**config.mk**
```make
export PLATFORM = sky130hd
export DESIGN_NAME = dascfg_top
export DESIGN_NICKNAME = d
export VERILOG_FILES = /design/src/dascfg_rst_disc.v /design/src/dascfg_top.v
export VERILOG_INCLUDE_DIRS = /design/src
export SDC_FILE = /design/constraint.sdc
export NUM_CORES = 1
export LEC_CHECK = 0
export BUFFER_PORTS_ARGS = -buffer_cell sky130_fd_sc_hd__buf_2
export CORE_UTILIZATION = 56
export CTS_BUF_LIST = sky130_fd_sc_hd__clkbuf_8
export CTS_CLUSTER_SIZE = 8
export DETAILED_ROUTE_END_ITERATION = 6
export GPL_ROUTABILITY_DRIVEN = 0
export GPL_TIMING_DRIVEN = 0
export PLACE_DENSITY = 0.95
export SKIP_CTS_REPAIR_TIMING = 1
export SYNTH_ARGS = -nofsm -noshare
export SYNTH_HDL_FRONTEND = slang
export SYNTH_SLANG_ARGS = --single-unit
```
**constraint.sdc**
```tcl
create_clock -name core_clk -period 3 [get_ports core_clk]
set_input_delay 0.6 -clock core_clk [delete_from_list [all_inputs] [get_ports core_clk]]
set_output_delay 0.6 -clock core_clk [all_outputs]
set_load 0.005 [all_outputs]
```
**src/dascfg_consts.vh**
```
// Constants for the configuration strap latch block.
// Assumes a 100 MHz core clock and an AXI4-Lite bus with 8-bit addresses.
`ifndef DASCFG_CONSTS_VH
`define DASCFG_CONSTS_VH

// Timing, in ns and in cycles
`define DASCFG_CLK_PERIOD_NS 10
`define DASCFG_PARTIAL_MIN_NS 50
`define DASCFG_FULL_MIN_NS 1200
`define DASCFG_PARTIAL_CYC ((`DASCFG_PARTIAL_MIN_NS + `DASCFG_CLK_PERIOD_NS - 1) / `DASCFG_CLK_PERIOD_NS)
`define DASCFG_FULL_CYC ((`DASCFG_FULL_MIN_NS + `DASCFG_CLK_PERIOD_NS - 1) / `DASCFG_CLK_PERIOD_NS)

// Register byte addresses
`define DASCFG_ADDR_STATUS 8'h00
`define DASCFG_ADDR_SW_CFG 8'h04
`define DASCFG_ADDR_NIBBLE 8'h08
`define DASCFG_ADDR_EVENTS 8'h0C

// Status fields
`define DASCFG_ST_REF 0
`define DASCFG_ST_SEQ_STRAP 1
`define DASCFG_ST_SERIAL 2
`define DASCFG_ST_SW_MODE 3
`define DASCFG_ST_RANGE_LO 4
`define DASCFG_ST_SHUTDOWN 6
`define DASCFG_ST_SEQ_EN 7

// Software configuration fields and reset value
`define DASCFG_CFG_RANGE_LO 0
`define DASCFG_CFG_SEQ 2
`define DASCFG_CFG_RST 3'h3

// Range codes on the two mode pins
`define DASCFG_CODE_SW 2'h0
`define DASCFG_CODE_2V5 2'h1
`define DASCFG_CODE_5V 2'h2
`define DASCFG_CODE_10V 2'h3

// Bus responses
`define DASCFG_RESP_OKAY 2'h0
`define DASCFG_RESP_SLVERR 2'h2

`endif

```
**src/dascfg_rst_disc.v**
```verilog
// Reset pulse discriminator: measures low time of the reset pin.
// Assumes the reset pin is synchronous to core_clk.
`timescale 1ns/100ps
`include "dascfg_consts.vh"

module dascfg_rst_disc #(
    parameter CW = 16,
    parameter [CW-1:0] PARTIAL_CYC = `DASCFG_PARTIAL_CYC,
    parameter [CW-1:0] FULL_CYC = `DASCFG_FULL_CYC
) (
    input wire core_clk,
    input wire nrst,
    input wire reset_pin_n,
    output reg partial_pulse_r,
    output reg full_release_r,
    output reg shutdown_r
);

    localparam [CW-1:0] ONE = {{(CW-1){1'b0}}, 1'b1};
    localparam [CW-1:0] SAT = {CW{1'b1}};

    reg [CW-1:0] low_cnt_r;

    always @(posedge core_clk) begin
        if (!nrst) begin
            low_cnt_r <= {CW{1'b0}};
            partial_pulse_r <= 1'b0;
            full_release_r <= 1'b0;
            shutdown_r <= 1'b0;
        end else begin
            partial_pulse_r <= 1'b0;
            full_release_r <= 1'b0;
            if (!reset_pin_n) begin
                if (low_cnt_r != SAT) begin
                    low_cnt_r <= low_cnt_r + ONE;
                end
                // Held low past full length: shutdown
                shutdown_r <= (low_cnt_r >= FULL_CYC - ONE);
            end else begin
                low_cnt_r <= {CW{1'b0}};
                shutdown_r <= 1'b0;
                // Classify on the rising edge; short glitches ignored
                if (low_cnt_r >= FULL_CYC) begin
                    full_release_r <= 1'b1;
                end else if (low_cnt_r >= PARTIAL_CYC) begin
                    partial_pulse_r <= 1'b1;
                end
            end
        end
    end

endmodule

```
**src/dascfg_top.v**
```verilog
// Configuration pin logic: strap latch, mode decode, reset, data bus low bits.
// Assumes all pins synchronous to core_clk; AXI4-Lite master on the bus side.
//
// What this block does
// - Reference select high enables internal reference; low expects external one.
// - Reference, sequencer and interface straps captured after core reset and at full reset release.
// - Reset pin low time decides between full and partial reset.
// - Reset pin held low keeps the device in shutdown.
// - Hardware mode: sequencer strap low disables, high enables restricted sequencer.
// - Range code 00 selects software mode, configured from internal registers.
// - Hardware mode codes: 01 is 2.5 V, 10 is 5 V, 11 is 10 V.
// - Mode latched at full reset; hardware range tracked continuously.
// - Interface select low chooses parallel, high chooses serial.
// - Parallel mode: result LSB on bit 2, bits 0 and 1 zero.
// - Software parallel mode: bits 0..3 carry register transfer low nibble.
// - Parallel data bits are three-state, driven only while outputting.
//
// Design decisions made here: the address map and the AXI4-Lite register port.
`timescale 1ns/100ps
`include "dascfg_consts.vh"

module dascfg_top #(
    parameter AW = 8,
    parameter CW = 16
) (
    input wire core_clk,
    input wire nrst,
    // AXI4-Lite slave
    input wire [AW-1:0] s_awaddr,
    input wire s_awvalid,
    output reg s_awready,
    input wire [31:0] s_wdata,
    input wire [3:0] s_wstrb,
    input wire s_wvalid,
    output reg s_wready,
    output reg [1:0] s_bresp,
    output reg s_bvalid,
    input wire s_bready,
    input wire [AW-1:0] s_araddr,
    input wire s_arvalid,
    output reg s_arready,
    output reg [31:0] s_rdata,
    output reg [1:0] s_rresp,
    output reg s_rvalid,
    input wire s_rready,
    // Configuration pins
    input wire reset_pin_n,
    input wire reference_source_select,
    input wire sequencer_enable_strap,
    input wire hw_range_code_bit1,
    input wire hw_range_code_bit0,
    input wire interface_type_select,
    // Parallel interface side
    input wire conv_out_active,
    input wire [13:0] conv_result,
    input wire reg_rd_active,
    input wire [3:0] reg_rd_nibble,
    input wire reg_wr_strobe,
    // Data bus bits 0..3 as three signals each
    input wire [3:0] data_bus_in,
    output reg [3:0] data_bus_out,
    output reg [3:0] data_bus_oe,
    // Decoded configuration
    output reg int_ref_enable_r,
    output reg ext_ref_expected_r,
    output reg seq_enable_r,
    output reg seq_restricted_r,
    output reg serial_if_r,
    output reg sw_mode_r,
    output reg [1:0] input_range_r,
    output reg [3:0] reg_wr_nibble_r,
    output wire shutdown,
    output wire partial_reset,
    output wire full_reset
);

    wire [1:0] hw_range_code;
    wire wr_fire;
    wire [31:0] status_w;
    wire [31:0] sw_cfg_w;
    wire [31:0] events_w;
    wire parallel_w;
    wire sw_par_w;

    reg cap_pending_r;
    reg ref_lat_r;
    reg seq_lat_r;
    reg ser_lat_r;
    reg sw_lat_r;
    reg [1:0] sw_range_r;
    reg sw_seq_r;
    reg [7:0] partial_cnt_r;
    reg [7:0] full_cnt_r;
    reg aw_hold_r;
    reg w_hold_r;
    reg [AW-1:0] awaddr_r;
    reg [31:0] wdata_r;
    reg [3:0] wstrb_r;

    assign hw_range_code = {hw_range_code_bit1, hw_range_code_bit0};

    // Address decode shared by read and write paths
    function dascfg_mapped;
        input [AW-1:0] addr;
        begin
            case (addr[7:0])
                `DASCFG_ADDR_STATUS: dascfg_mapped = 1'b1;
                `DASCFG_ADDR_SW_CFG: dascfg_mapped = 1'b1;
                `DASCFG_ADDR_NIBBLE: dascfg_mapped = 1'b1;
                `DASCFG_ADDR_EVENTS: dascfg_mapped = 1'b1;
                default: dascfg_mapped = 1'b0;
            endcase
        end
    endfunction

    // Completed write to one register with the given byte lane on
    function dascfg_wr_hit;
        input [AW-1:0] addr;
        input [7:0] target;
        input lane;
        begin
            dascfg_wr_hit = (addr[7:0] == target) && lane;
        end
    endfunction

    // Pulse length sorting and shutdown
    dascfg_rst_disc #(
        .CW(CW)
    ) u_disc (
        .core_clk(core_clk),
        .nrst(nrst),
        .reset_pin_n(reset_pin_n),
        .partial_pulse_r(partial_reset),
        .full_release_r(full_reset),
        .shutdown_r(shutdown)
    );

    // Strap capture on first edge after core reset or full reset release
    always @(posedge core_clk) begin
        if (!nrst) begin
            cap_pending_r <= 1'b1;
            ref_lat_r <= 1'b0;
            seq_lat_r <= 1'b0;
            ser_lat_r <= 1'b0;
            // Before the first capture, assume software mode
            sw_lat_r <= 1'b1;
        end else begin
            cap_pending_r <= 1'b0;
            if (cap_pending_r || full_reset) begin
                ref_lat_r <= reference_source_select;
                seq_lat_r <= sequencer_enable_strap;
                ser_lat_r <= interface_type_select;
                sw_lat_r <= (hw_range_code == `DASCFG_CODE_SW);
            end
        end
    end

    assign parallel_w = ~ser_lat_r;
    assign sw_par_w = parallel_w & sw_lat_r & ~shutdown;

    // Decoded configuration outputs
    always @(posedge core_clk) begin
        if (!nrst) begin
            int_ref_enable_r <= 1'b0;
            ext_ref_expected_r <= 1'b0;
            seq_enable_r <= 1'b0;
            seq_restricted_r <= 1'b0;
            serial_if_r <= 1'b0;
            sw_mode_r <= 1'b1;
            input_range_r <= `DASCFG_CODE_10V;
        end else begin
            // Shutdown forces the internal reference off
            int_ref_enable_r <= ref_lat_r & ~shutdown;
            ext_ref_expected_r <= ~ref_lat_r;
            serial_if_r <= ser_lat_r;
            sw_mode_r <= sw_lat_r;
            if (sw_lat_r) begin
                // Strap is grounded here; register bit decides
                seq_enable_r <= sw_seq_r;
                seq_restricted_r <= 1'b0;
                input_range_r <= sw_range_r;
            end else begin
                seq_enable_r <= seq_lat_r;
                seq_restricted_r <= seq_lat_r;
                // Live tracking; code 00 after latch keeps last range
                if (hw_range_code != `DASCFG_CODE_SW) begin
                    input_range_r <= hw_range_code;
                end
            end
        end
    end

    // Data bus bits 0..3
    always @(posedge core_clk) begin
        if (!nrst) begin
            data_bus_out <= 4'h0;
            data_bus_oe <= 4'h0;
        end else begin
            data_bus_out <= 4'h0;
            data_bus_oe <= 4'h0;
            // Serial mode: pins are grounded by the host, never driven
            if (parallel_w && !shutdown) begin
                // Read nibble takes priority over a conversion word
                if (sw_lat_r && reg_rd_active) begin
                    data_bus_out <= reg_rd_nibble;
                    data_bus_oe <= 4'hF;
                end else if (conv_out_active) begin
                    data_bus_out <= {conv_result[1:0], 2'b00};
                    data_bus_oe <= 4'hF;
                end
            end
        end
    end

    // Register write nibble, sampled only in software parallel mode
    always @(posedge core_clk) begin
        if (!nrst) begin
            reg_wr_nibble_r <= 4'h0;
        end else if (sw_par_w && reg_wr_strobe) begin
            reg_wr_nibble_r <= data_bus_in;
        end
    end

    // AXI4-Lite write channels
    assign wr_fire = aw_hold_r & w_hold_r & ~s_bvalid;

    always @(posedge core_clk) begin
        if (!nrst) begin
            s_awready <= 1'b1;
            s_wready <= 1'b1;
            s_bvalid <= 1'b0;
            s_bresp <= `DASCFG_RESP_OKAY;
            aw_hold_r <= 1'b0;
            w_hold_r <= 1'b0;
            awaddr_r <= {AW{1'b0}};
            wdata_r <= 32'h00000000;
            wstrb_r <= 4'h0;
        end else begin
            if (s_awvalid && s_awready) begin
                awaddr_r <= s_awaddr;
                aw_hold_r <= 1'b1;
                s_awready <= 1'b0;
            end
            if (s_wvalid && s_wready) begin
                wdata_r <= s_wdata;
                wstrb_r <= s_wstrb;
                w_hold_r <= 1'b1;
                s_wready <= 1'b0;
            end
            if (wr_fire) begin
                aw_hold_r <= 1'b0;
                w_hold_r <= 1'b0;
                s_bvalid <= 1'b1;
                if (dascfg_mapped(awaddr_r)) begin
                    s_bresp <= `DASCFG_RESP_OKAY;
                end else begin
                    s_bresp <= `DASCFG_RESP_SLVERR;
                end
            end
            // Readies return only once the response is taken: one write at a time
            if (s_bvalid && s_bready) begin
                s_bvalid <= 1'b0;
                s_awready <= 1'b1;
                s_wready <= 1'b1;
            end
        end
    end

    // Software configuration register, reloaded by full reset
    always @(posedge core_clk) begin
        if (!nrst) begin
            {sw_seq_r, sw_range_r} <= `DASCFG_CFG_RST;
        end else if (full_reset) begin
            // Full reset reloads the range and clears the sequencer bit
            {sw_seq_r, sw_range_r} <= `DASCFG_CFG_RST;
        end else if (wr_fire && dascfg_wr_hit(awaddr_r, `DASCFG_ADDR_SW_CFG, wstrb_r[0])) begin
            // Code 00 is not a range; keep the old one
            if (wdata_r[`DASCFG_CFG_RANGE_LO+1:`DASCFG_CFG_RANGE_LO] != 2'h0) begin
                sw_range_r <= wdata_r[`DASCFG_CFG_RANGE_LO+1:`DASCFG_CFG_RANGE_LO];
            end
            sw_seq_r <= wdata_r[`DASCFG_CFG_SEQ];
        end
    end

    // Reset event counters; a new event beats a clearing write
    always @(posedge core_clk) begin
        if (!nrst) begin
            partial_cnt_r <= 8'h00;
            full_cnt_r <= 8'h00;
        end else begin
            if (wr_fire && dascfg_wr_hit(awaddr_r, `DASCFG_ADDR_EVENTS, wstrb_r[0])) begin
                partial_cnt_r <= 8'h00;
            end
            if (wr_fire && dascfg_wr_hit(awaddr_r, `DASCFG_ADDR_EVENTS, wstrb_r[1])) begin
                full_cnt_r <= 8'h00;
            end
            if (partial_reset && partial_cnt_r != 8'hFF) begin
                partial_cnt_r <= partial_cnt_r + 8'h01;
            end
            if (full_reset && full_cnt_r != 8'hFF) begin
                full_cnt_r <= full_cnt_r + 8'h01;
            end
        end
    end

    // Read data sources
    assign status_w = {24'h000000, seq_enable_r, shutdown, input_range_r,
                       sw_lat_r, ser_lat_r, seq_lat_r, ref_lat_r};
    assign sw_cfg_w = {29'h00000000, sw_seq_r, sw_range_r};
    assign events_w = {16'h0000, full_cnt_r, partial_cnt_r};

    // AXI4-Lite read channels
    always @(posedge core_clk) begin
        if (!nrst) begin
            s_arready <= 1'b1;
            s_rvalid <= 1'b0;
            s_rdata <= 32'h00000000;
            s_rresp <= `DASCFG_RESP_OKAY;
        end else begin
            if (s_arvalid && s_arready) begin
                s_arready <= 1'b0;
                s_rvalid <= 1'b1;
                s_rresp <= `DASCFG_RESP_OKAY;
                case (s_araddr[7:0])
                    `DASCFG_ADDR_STATUS: s_rdata <= status_w;
                    `DASCFG_ADDR_SW_CFG: s_rdata <= sw_cfg_w;
                    `DASCFG_ADDR_NIBBLE: s_rdata <= {28'h0000000, reg_wr_nibble_r};
                    `DASCFG_ADDR_EVENTS: s_rdata <= events_w;
                    default: s_rdata <= 32'h00000000;
                endcase
                if (!dascfg_mapped(s_araddr)) begin
                    s_rresp <= `DASCFG_RESP_SLVERR;
                end
            end
            // Address channel reopens once the answer is taken
            if (s_rvalid && s_rready) begin
                s_rvalid <= 1'b0;
                s_arready <= 1'b1;
            end
        end
    end

endmodule

```
Yosys cells after proc, flatten, opt, wreduce, memory -nomap -nowiden
Cells that the tools add are included.
{ "totals": {"regBits": 119, "wordCells": 123, "input_bits": 90, "out_inout_bits": 64} }
{ "classes": {"n_reduce_logical": 38, "bitwise": 11, "n_eq_ne": 9, "add_sub_neg": 3, "mux": 23, "magnitude_cmp": 3} }
{ "ops": {"columns": ["cell", "count"], "rows": [
  ["one-hot mux 16 bit (4 select lines)", 1],
  ["equality test 8 x 4 -> 1 bit, second input constant", 4],
  ["greater-or-equal comparator 16 x 7 -> 1 bit, second input constant", 2],
  ["2-to-1 mux 8 bit", 4],
  ["adder 16 x 1 -> 16 bit, second input constant", 1],
  ["adder 8 x 1 -> 8 bit, second input constant", 2],
  ["equality test 8 x 3 -> 1 bit, second input constant", 2],
  ["greater-or-equal comparator 16 x 3 -> 1 bit, second input constant", 1],
  ["logical AND 1 bit", 16],
  ["zero test 8 bit", 2],
  ["2-to-1 mux 4 bit", 4],
  ["!= test 16 bit, second input constant", 1],
  ["!= test 8 bit, second input constant", 2],
  ["OR reduction 2 bit", 6],
  ["2-to-1 mux 1 bit", 10],
  ["nonzero test 2 bit", 5],
  ["2-to-1 mux 2 bit", 4],
  ["OR reduction 4 bit", 2],
  ["NOT 1 bit", 6],
  ["AND reduction 2 bit", 3],
  ["bitwise AND 1 bit", 5],
  ["OR reduction 3 bit", 1],
  ["zero test 2 bit", 1],
  ["zero test 1 bit", 1],
  ["logical OR 1 bit", 1]
]} }

Longest topological paths before layout
Gate-level depths: netlist (run 1).
{ "logic_depth": {"ltp_word": 6, "ltp_mapped": 6, "mapped_depth_nobuf": 5} }

Hierarchy
Synthesis (run 1) repeated with hierarchy kept, for this count alone.
{ "unflattened": {"hier_cells": 504, "hier_area_um2": 4401.7} }
{ "modules_own_cells": {"columns": ["module", "n_inst", "cells_per_inst", "area_each_um2"], "rows": [
  ["dascfg_top", 1, 388, 3399.5],
  ["dascfg_rst_disc", 1, 116, 1002.2]
]} }

Worst setup path before layout (run 1)
Ideal clock, no wire load.
{ "synth_timing": {"path_type": "input to register", "start": "input port s_araddr[5]", "end": "register s_rdata[4]", "arrival_ps": 1828, "path_stages": 4, "slack_ps": 1101, "setup_time_ps": 70, "cell_sequence": "or4_4 > or2_4 > or3_1 > a21oi_1"} }
{ "synth_via": {"elab_chain_cells": 2} }
{ "synth_rtl": {"columns": ["element", "line_no", "text"], "rows": [
  ["start, declared", "dascfg_top.v:39", "input wire [AW-1:0] s_araddr,"],
  ["equality test 8 x 4 -> 1 bit (tied with other cells)", "dascfg_top.v:324", "case (s_araddr[7:0])"],
  ["one-hot mux 16 bit (4 select lines) *", "dascfg_top.v:324", null],
  ["end signal, assigned", "dascfg_top.v:325", "`DASCFG_ADDR_STATUS: s_rdata <= status_w;"],
  ["end signal, assigned", "dascfg_top.v:326", "`DASCFG_ADDR_SW_CFG: s_rdata <= sw_cfg_w;"],
  ["end signal, assigned", "dascfg_top.v:327", "`DASCFG_ADDR_NIBBLE: s_rdata <= {28'h0000000, reg_wr_nibble_r};"],
  ["end, declared", "dascfg_top.v:42", "output reg [31:0] s_rdata,"]
]} }
Mark *: on every way between the ends. The rest lies on a longest branch, timed or not.
A chain may end at the register's enable or synchronous reset.

Worst setup path after layout (run 1)
{ "layout_timing": {"start": "register u_disc.low_cnt_r[1]", "end": "register u_disc.low_cnt_r[15]"} }
{ "layout_via": {"elab_chain_cells": 1} }
{ "layout_rtl": {"columns": ["element", "line_no", "text"], "rows": [
  ["start, declared", "dascfg_rst_disc.v:22", "reg [CW-1:0] low_cnt_r;"],
  ["start signal, assigned", "dascfg_rst_disc.v:26", "low_cnt_r <= {CW{1'b0}};"],
  ["start signal, assigned", "dascfg_rst_disc.v:35", "low_cnt_r <= low_cnt_r + ONE;"],
  ["start signal, assigned", "dascfg_rst_disc.v:40", "low_cnt_r <= {CW{1'b0}};"],
  ["adder 16 x 1 -> 16 bit / != test 16 bit (equally long branches)", "dascfg_rst_disc.v:35, dascfg_rst_disc.v:34", null]
]} }
Several ways; a longest one is shown, not always the timed one.

==> run summary, run 1 <==
## Status
- status: finished, final reports clean

## Route
- Post-DRT Antenna Nets: 0
- routed len/inst: 14.7 um
- DRC violations left: 0
- via count: 4240
- routed wire length: 10.8 mm
- Iter 0 DRT Violations: 493
- DRT Pass-1 Iters: 5
- number of vias per cell: 5.78

## Timing
- RSZ-0062 raised after global routing: false
- Hold Slack: 0.439 ns
- Fmax: 467 MHz
- minimum clock period after layout: 2.14 ns
- count of final hold-check violations: 0
- Final Slew Violations: 0
- final setup skew: 0.0103 ns
- Worst Max-Slew Pin Slew: 0.685 ns
- number of endpoints failing setup at the final stage: 0
- Setup TNS: 0 ns
- worst path setup slack after routing: 0.859 ns
- Period Utilization, post-route: 71.4%
- Max transition margin: 53.9%

## Pwr
- switching share of power: 25.1%
- share of power burned in registers: 57.1%
- part of the total power dissipated in the clock network: 33.7%
- cell-internal power: 1780 uW
- Power Density: 456 mW/mm2
- combinational power share: 9.2%
- Worst IR Drop VDD: 0.292 mV
- power dissipated by switching net loads: 599 uW
- leakage: 0.00215 uW

## Clock network
- number of H-tree branching levels: 3
- Bufs on Longest Clock Path: 2
- clock latency of the later-clocked register in the worst-skew pair: 0.36 ns
- TritonCTS clock tree: built
- total CTS buffers: 9
- number of sinks handled by clock tree synthesis: 98
- clock-pin transition on the worst setup and hold timing paths: 0.09 ns
- clock root buffer: sky130_fd_sc_hd__clkbuf_8

## Cells and area
- final core utilization: 70.6%
- fraction of final layout cells sized beyond drive strength 1: 22.4%
- P&R area growth vs syn: 18.7%
- leading cell type in the layout, fill and taps excluded: sky130_fd_sc_hd__dfxtp_1
- Filler cells: 571
- Ant. Diodes: 0
- area taken by flip-flops and latches: 0.00196 mm2
- area of the multi-input gates: 0.00220 mm2
- commonest non-fill, non-tap cells in the layout: 98 x sky130_fd_sc_hd__dfxtp_1, 91 x sky130_fd_sc_hd__buf_2, 62 x sky130_fd_sc_hd__nand2_1
- total number of nets in the final design: 726

## Worst setup path
- cell repeated most along the worst path: sky130_fd_sc_hd__nor4_1
- Worst EP arrival: 2.42 ns
- critical path endpoint category: flip-flop
- worst stage delay on the critical path: 0.67 ns
- CP max FO: 9
- Crit path required time: 3.28 ns
- Setup CP Type: reg -> reg
- chain of cells forming the critical path: ha_1 > buf_2 > nand4_1 > nor4_1 > nor4_1 > a211oi_1
- startpoint type of the worst setup path: flip-flop
- slowest cell on the critical path: sky130_fd_sc_hd__nor4_1

## Yosys
- portion of the post-synthesis area used by sequential elements: 44.5%
- count of different cell masters after synthesis: 63
- syn avg cell area: 8.60 um2
- register bit count reported by yosys: 98
- summed instance area of the synthesized netlist: 0.00441 mm2
- proportion of synthesized flip-flops having asynchronous set or reset: 0%
- EDFF count, synth: 0
- number of warnings issued by yosys: 0
- synthesized netlist cell count: 512
- most frequently used flop master after synthesis: sky130_fd_sc_hd__dfxtp_1

## Global route
- aggregate global routing overflow: 0
- first-pass GRT wire length: 17.9 mm
- initial antenna violation count: 0
- pin count of the biggest net entering global routing: 17
- gr usage total: 26.6%
- number of global-route vias before repair: 3920

## Worst hold path
- Min-Delay Path Class: in -> reg

## Place
- port buffer count: 90
- HPWL Detailed: 8.12 mm
- worst setup timing slack at the placement stage: 0.927 ns

## Die
- area of the core: 0.00741 mm2
- Initial Util: 59.5%
- number of rows in the core area: 31
- die outline width: 90.7 um
- area of the die: 0.00823 mm2
- Chip Height: 90.7 um
- I/O pin total: 154

## Run
- number of violations of the max-capacitance limit: 0

## cell usage after synthesis (5+ instances only)
cell / n / area, um2
sky130_fd_sc_hd__nor3_1: 12 / 60.1
sky130_fd_sc_hd__nand2b_1: 7 / 43.8
sky130_fd_sc_hd__and2_1: 6 / 37.5
sky130_fd_sc_hd__and3_1: 6 / 37.5
sky130_fd_sc_hd__nand4_1: 9 / 56.3
sky130_fd_sc_hd__a31oi_1: 9 / 56.3
sky130_fd_sc_hd__a21oi_1: 39 / 195
sky130_fd_sc_hd__clkbuf_1: 19 / 71.3
sky130_fd_sc_hd__nor4_1: 5 / 31.3
sky130_fd_sc_hd__nand2_1: 62 / 233
sky130_fd_sc_hd__a22oi_1: 16 / 120
sky130_fd_sc_hd__nand3_1: 32 / 160
sky130_fd_sc_hd__inv_1: 15 / 56.3
sky130_fd_sc_hd__a211oi_1: 7 / 52.6
sky130_fd_sc_hd__or3_1: 9 / 56.3
sky130_fd_sc_hd__o21ai_0: 25 / 125
sky130_fd_sc_hd__mux2i_1: 7 / 70.1
sky130_fd_sc_hd__ha_1: 6 / 75.1
sky130_fd_sc_hd__buf_4: 21 / 158
sky130_fd_sc_hd__dfxtp_1: 98 / 1960
sky130_fd_sc_hd__nor2_1: 34 / 128
sky130_fd_sc_hd__o22ai_1: 6 / 37.5
## through the flow
stage	power (uW)	instance area, um2	std cells
after detailed placement	1610	5040	718
after global routing	2460	5230	734
final	2380	5230	734
after floorplan	1520	4470	529
after CTS	2390	5230	734
after global placement	1600	5040	718
## final cells by class
type	count	area share, %
Clock inverter	5	0.694
Tap cell	99	2.37
Inverter	16	1.15
Clock buffer	11	2.89
Sequential cell	98	37.5
Buffer	43	4.64
Timing Repair Buffer	90	8.61
Multi-Input combinational cell	372	42.1
## sequential cells by signal (all words and copies together) (netlist names), 2 cells and up
signal            count
reg_wr_nibble_r       4
input_range_r         2
awaddr_r              8
partial_cnt_r         8
wstrb_r               2
full_cnt_r            8
data_bus_out          4
s_rdata              16
wdata_r               3
sw_range_r            2
u_disc.low_cnt_r     16
## power groups by stage
| stage | Combinational [uW] | Clock, uW | Sequential, uW |
|---|---|---|---|
| 6_report | 220 | 803 | 1360 |
| 5_1_grt | 243 | 856 | 1370 |
| 4_1_cts | 220 | 808 | 1360 |
| 3_5_place_dp | 218 | 0 | 1390 |
| 3_3_place_gp | 210 | 0 | 1390 |
| 2_1_floorplan | 132 | 0 | 1390 |
## per-layer routing
layer / share of wire, % / vias up / GRT usage, % / wire [um]
li1: - / 2057 / - / -
met1: 42 / 1936 / 33.4 / 4510
met2: 48 / 220 / 45.2 / 5190
met3: 8.0 / 27 / 5.56 / 865
met4: 2.3 / 0 / 9.14 / 250
met5: 0 / - / 0 / 0
## final timing paths
path                        from                   end  slack [ns]  cells after the start
max reg2reg  u_disc.low_cnt_r[1]  u_disc.low_cnt_r[15]        0.86                      6
min reg2reg           s_rdata[6]            s_rdata[6]        0.46                      2
min             reg_rd_nibble[0]       data_bus_out[0]        0.44                      2
max          u_disc.low_cnt_r[1]  u_disc.low_cnt_r[15]        0.86                      6
## critical path, delay by kind of cell, from the launching register on
kind	cells	cell delay, ns
compound gates	1	0.26
fa+ha+maj	1	0.15
buf+inv	1	0.19
simple gates	3	1.09
flops	1	0.38
## cell families (layout without fill, tap and decap cells)
group                      count (synthesis)  in the layout  synth area share, %
xor gates and xnor gates                   2              2                0.398
and+or+nand+nor                          206            206                 24.2
AOI/OAI and AO/OA                        128            128                 18.5
buffers and inverters                     59            165                 6.87
other                                      1             18               0.0851
DFF                                       98             98                 44.5
adders and majority gates                  6              6                 1.70
muxes                                     12             12                 3.64
Power figures use the tool's default switching activity.
==> run 2: changes to the inputs <==
- CORE_UTILIZATION: 56 -> 47
- PLACE_DENSITY: 0.95 -> 0.86
- clock period: 3 -> 1.75 ns (I/O delays scaled with it)
==> run 2 against run 1 <==
Compared with the run above:
- count of clock-buffer cells in the layout decreased by 2
- combinational power increased by 74%
- highest routed layer unchanged
- largest cell class unchanged
- global-route usage decreased by 4.2 points
- critical path depth increased by 1
- register-to-register slack got worse by 0.84 ns
- final area increased by 3.3%
- sequential share of layout area decreased by 1.1 points
- largest power group unchanged
==> run summary, run 2 (synthesis results as in run 1) <==
## Cells and area
- Layout Cells excl Fill: 751
- largest registers: s_rdata x16, u_disc.low_cnt_r x16
- fraction of final layout cells sized beyond drive strength 1: 25.7%
- P&R area growth vs syn: 22.6%
- total number of nets in the final design: 734
- area of the multi-input gates: 0.00228 mm2
- Filler cells: 759
- Ant. Diodes: 0
- commonest non-fill, non-tap cells in the layout: 93 x sky130_fd_sc_hd__dfxtp_1, 90 x sky130_fd_sc_hd__buf_2, 61 x sky130_fd_sc_hd__nand2_1
- final core utilization: 60.8%
- leading cell type in the layout, fill and taps excluded: sky130_fd_sc_hd__dfxtp_1
- area taken by flip-flops and latches: 0.00197 mm2

## Pwr
- share of power burned in registers: 56.6%
- switching share of power: 27.0%
- Worst IR Drop VDD: 0.362 mV
- post-layout total power: 4120 uW
- combinational power share: 9.3%
- power dissipated by switching net loads: 1110 uW
- Power Density: 763 mW/mm2
- cell-internal power: 3010 uW
- part of the total power dissipated in the clock network: 34.1%
- leakage: 0.00224 uW

## Global route
- aggregate global routing overflow: 0
- gr usage total: 22.4%
- initial antenna violation count: 0
- first-pass GRT wire length: 17.6 mm
- number of global-route vias before repair: 3764
- pin count of the biggest net entering global routing: 19

## Route
- DRT Pass-1 Iters: 5
- routed length on met2: 5.34 mm
- DRC violations left: 0
- Post-DRT Antenna Nets: 0
- routed len/inst: 14.7 um
- DR WL met3: 745 um
- routed wire length: 11.1 mm
- number of vias per cell: 5.62
- top layer used by detailed routing: met4
- length of routed wiring on met1: 4.81 mm
- Iter 0 DRT Violations: 217
- via count: 4223

## Clock network
- clock latency of the later-clocked register in the worst-skew pair: 0.37 ns
- total CTS buffers: 9
- Bufs on Longest Clock Path: 2
- TritonCTS clock tree: built
- clock-pin transition on the worst setup and hold timing paths: 0.10 ns
- clock root buffer: sky130_fd_sc_hd__clkbuf_8
- number of sinks handled by clock tree synthesis: 98
- number of H-tree branching levels: 3

## Timing
- Worst Max-Slew Pin Slew: 0.577 ns
- minimum clock period after layout: 1.73 ns
- Hold Slack: 0.176 ns
- number of endpoints failing setup at the final stage: 0
- count of final hold-check violations: 0
- final setup skew: 0.00960 ns
- Max transition margin: 61.2%
- Final Slew Violations: 0
- Setup TNS: 0 ns
- Period Utilization, post-route: 98.9%
- Fmax: 578 MHz

## Worst setup path
- cell repeated most along the worst path: sky130_fd_sc_hd__buf_6
- critical path endpoint category: flip-flop
- startpoint type of the worst setup path: flip-flop
- Worst EP arrival: 2.02 ns
- worst stage delay on the critical path: 0.38 ns
- slowest cell on the critical path: sky130_fd_sc_hd__dfxtp_2
- chain of cells forming the critical path: ha_4 > buf_6 > nand4_1 > buf_6 > nor4_4 > nor4_2 > a211oi_1
- Setup CP Type: reg -> reg
- Crit path required time: 2.04 ns
- CP max FO: 6

## Place
- HPWL Detailed: 8.20 mm
- number of instances in the placed design: 727
- port buffer count: 90

## Die
- number of rows in the core area: 34
- area of the die: 0.00976 mm2
- I/O pin total: 154
- die outline width: 98.8 um
- area of the core: 0.00889 mm2
- Initial Util: 49.5%
- Chip Height: 98.8 um

## Status
- status: finished, final reports clean

## Run
- number of violations of the max-capacitance limit: 0

## Worst hold path
- Min-Delay Path Class: in -> reg

## run 2: final timing paths
check	to	slack, ns	startpoint	depth (start not counted)
setup / recovery	u_disc.low_cnt_r[15]	0.02	u_disc.low_cnt_r[1]	7
hold / removal	data_bus_out[1]	0.18	reg_rd_nibble[1]	2
setup reg to reg	u_disc.low_cnt_r[15]	0.02	u_disc.low_cnt_r[1]	7
hold reg to reg	s_bresp[1]	0.46	s_bresp[1]	2
## run 2: power by group through the flow
stage	clock network (uW)	logic [uW]	registers [uW]
floorplan	0	227	2380
global placement	0	363	2380
detailed placement	0	373	2380
CTS	1410	375	2330
global route	1520	427	2340
finish	1400	383	2330
## run 2: final cells by class
class	instances	area share (%)
clock inverter	7	1.14
multi-input combinational	372	42.3
tap	108	2.50
timing repair buffer	99	9.66
inverter	16	1.11
clock buffer	9	2.29
sequential	98	36.4
buffer	42	4.56
## run 2: per-stage QoR
stage | area, um2 | setup WS (ns)
2_1_floorplan | 4470 | 0.0392
3_3_place_gp | 5050 | -0.168
3_5_place_dp | 5050 | -0.388
4_1_cts | 5240 | -0.379
5_1_grt | 5400 | -0.0805
6_report | 5400 | 0.0195
## run 2: routing by layer
| metal | up-vias | global-route usage, % |
|---|---|---|
| met4 | 0 | 9.07 |
| met5 | - | 0 |
| met2 | 192 | 38.1 |
| met3 | 16 | 3.12 |
| met1 | 1937 | 28.6 |
| li1 | 2078 | - |
## run 2: critical path: cells and delay by family, from the launching register on
kind / cells / cell delay [ns]
DFF: 1 / 0.38
adders and majority gates: 1 / 0.14
AOI/OAI and AO/OA: 1 / 0.25
and+or+nand+nor: 3 / 0.59
buffers and inverters: 2 / 0.29
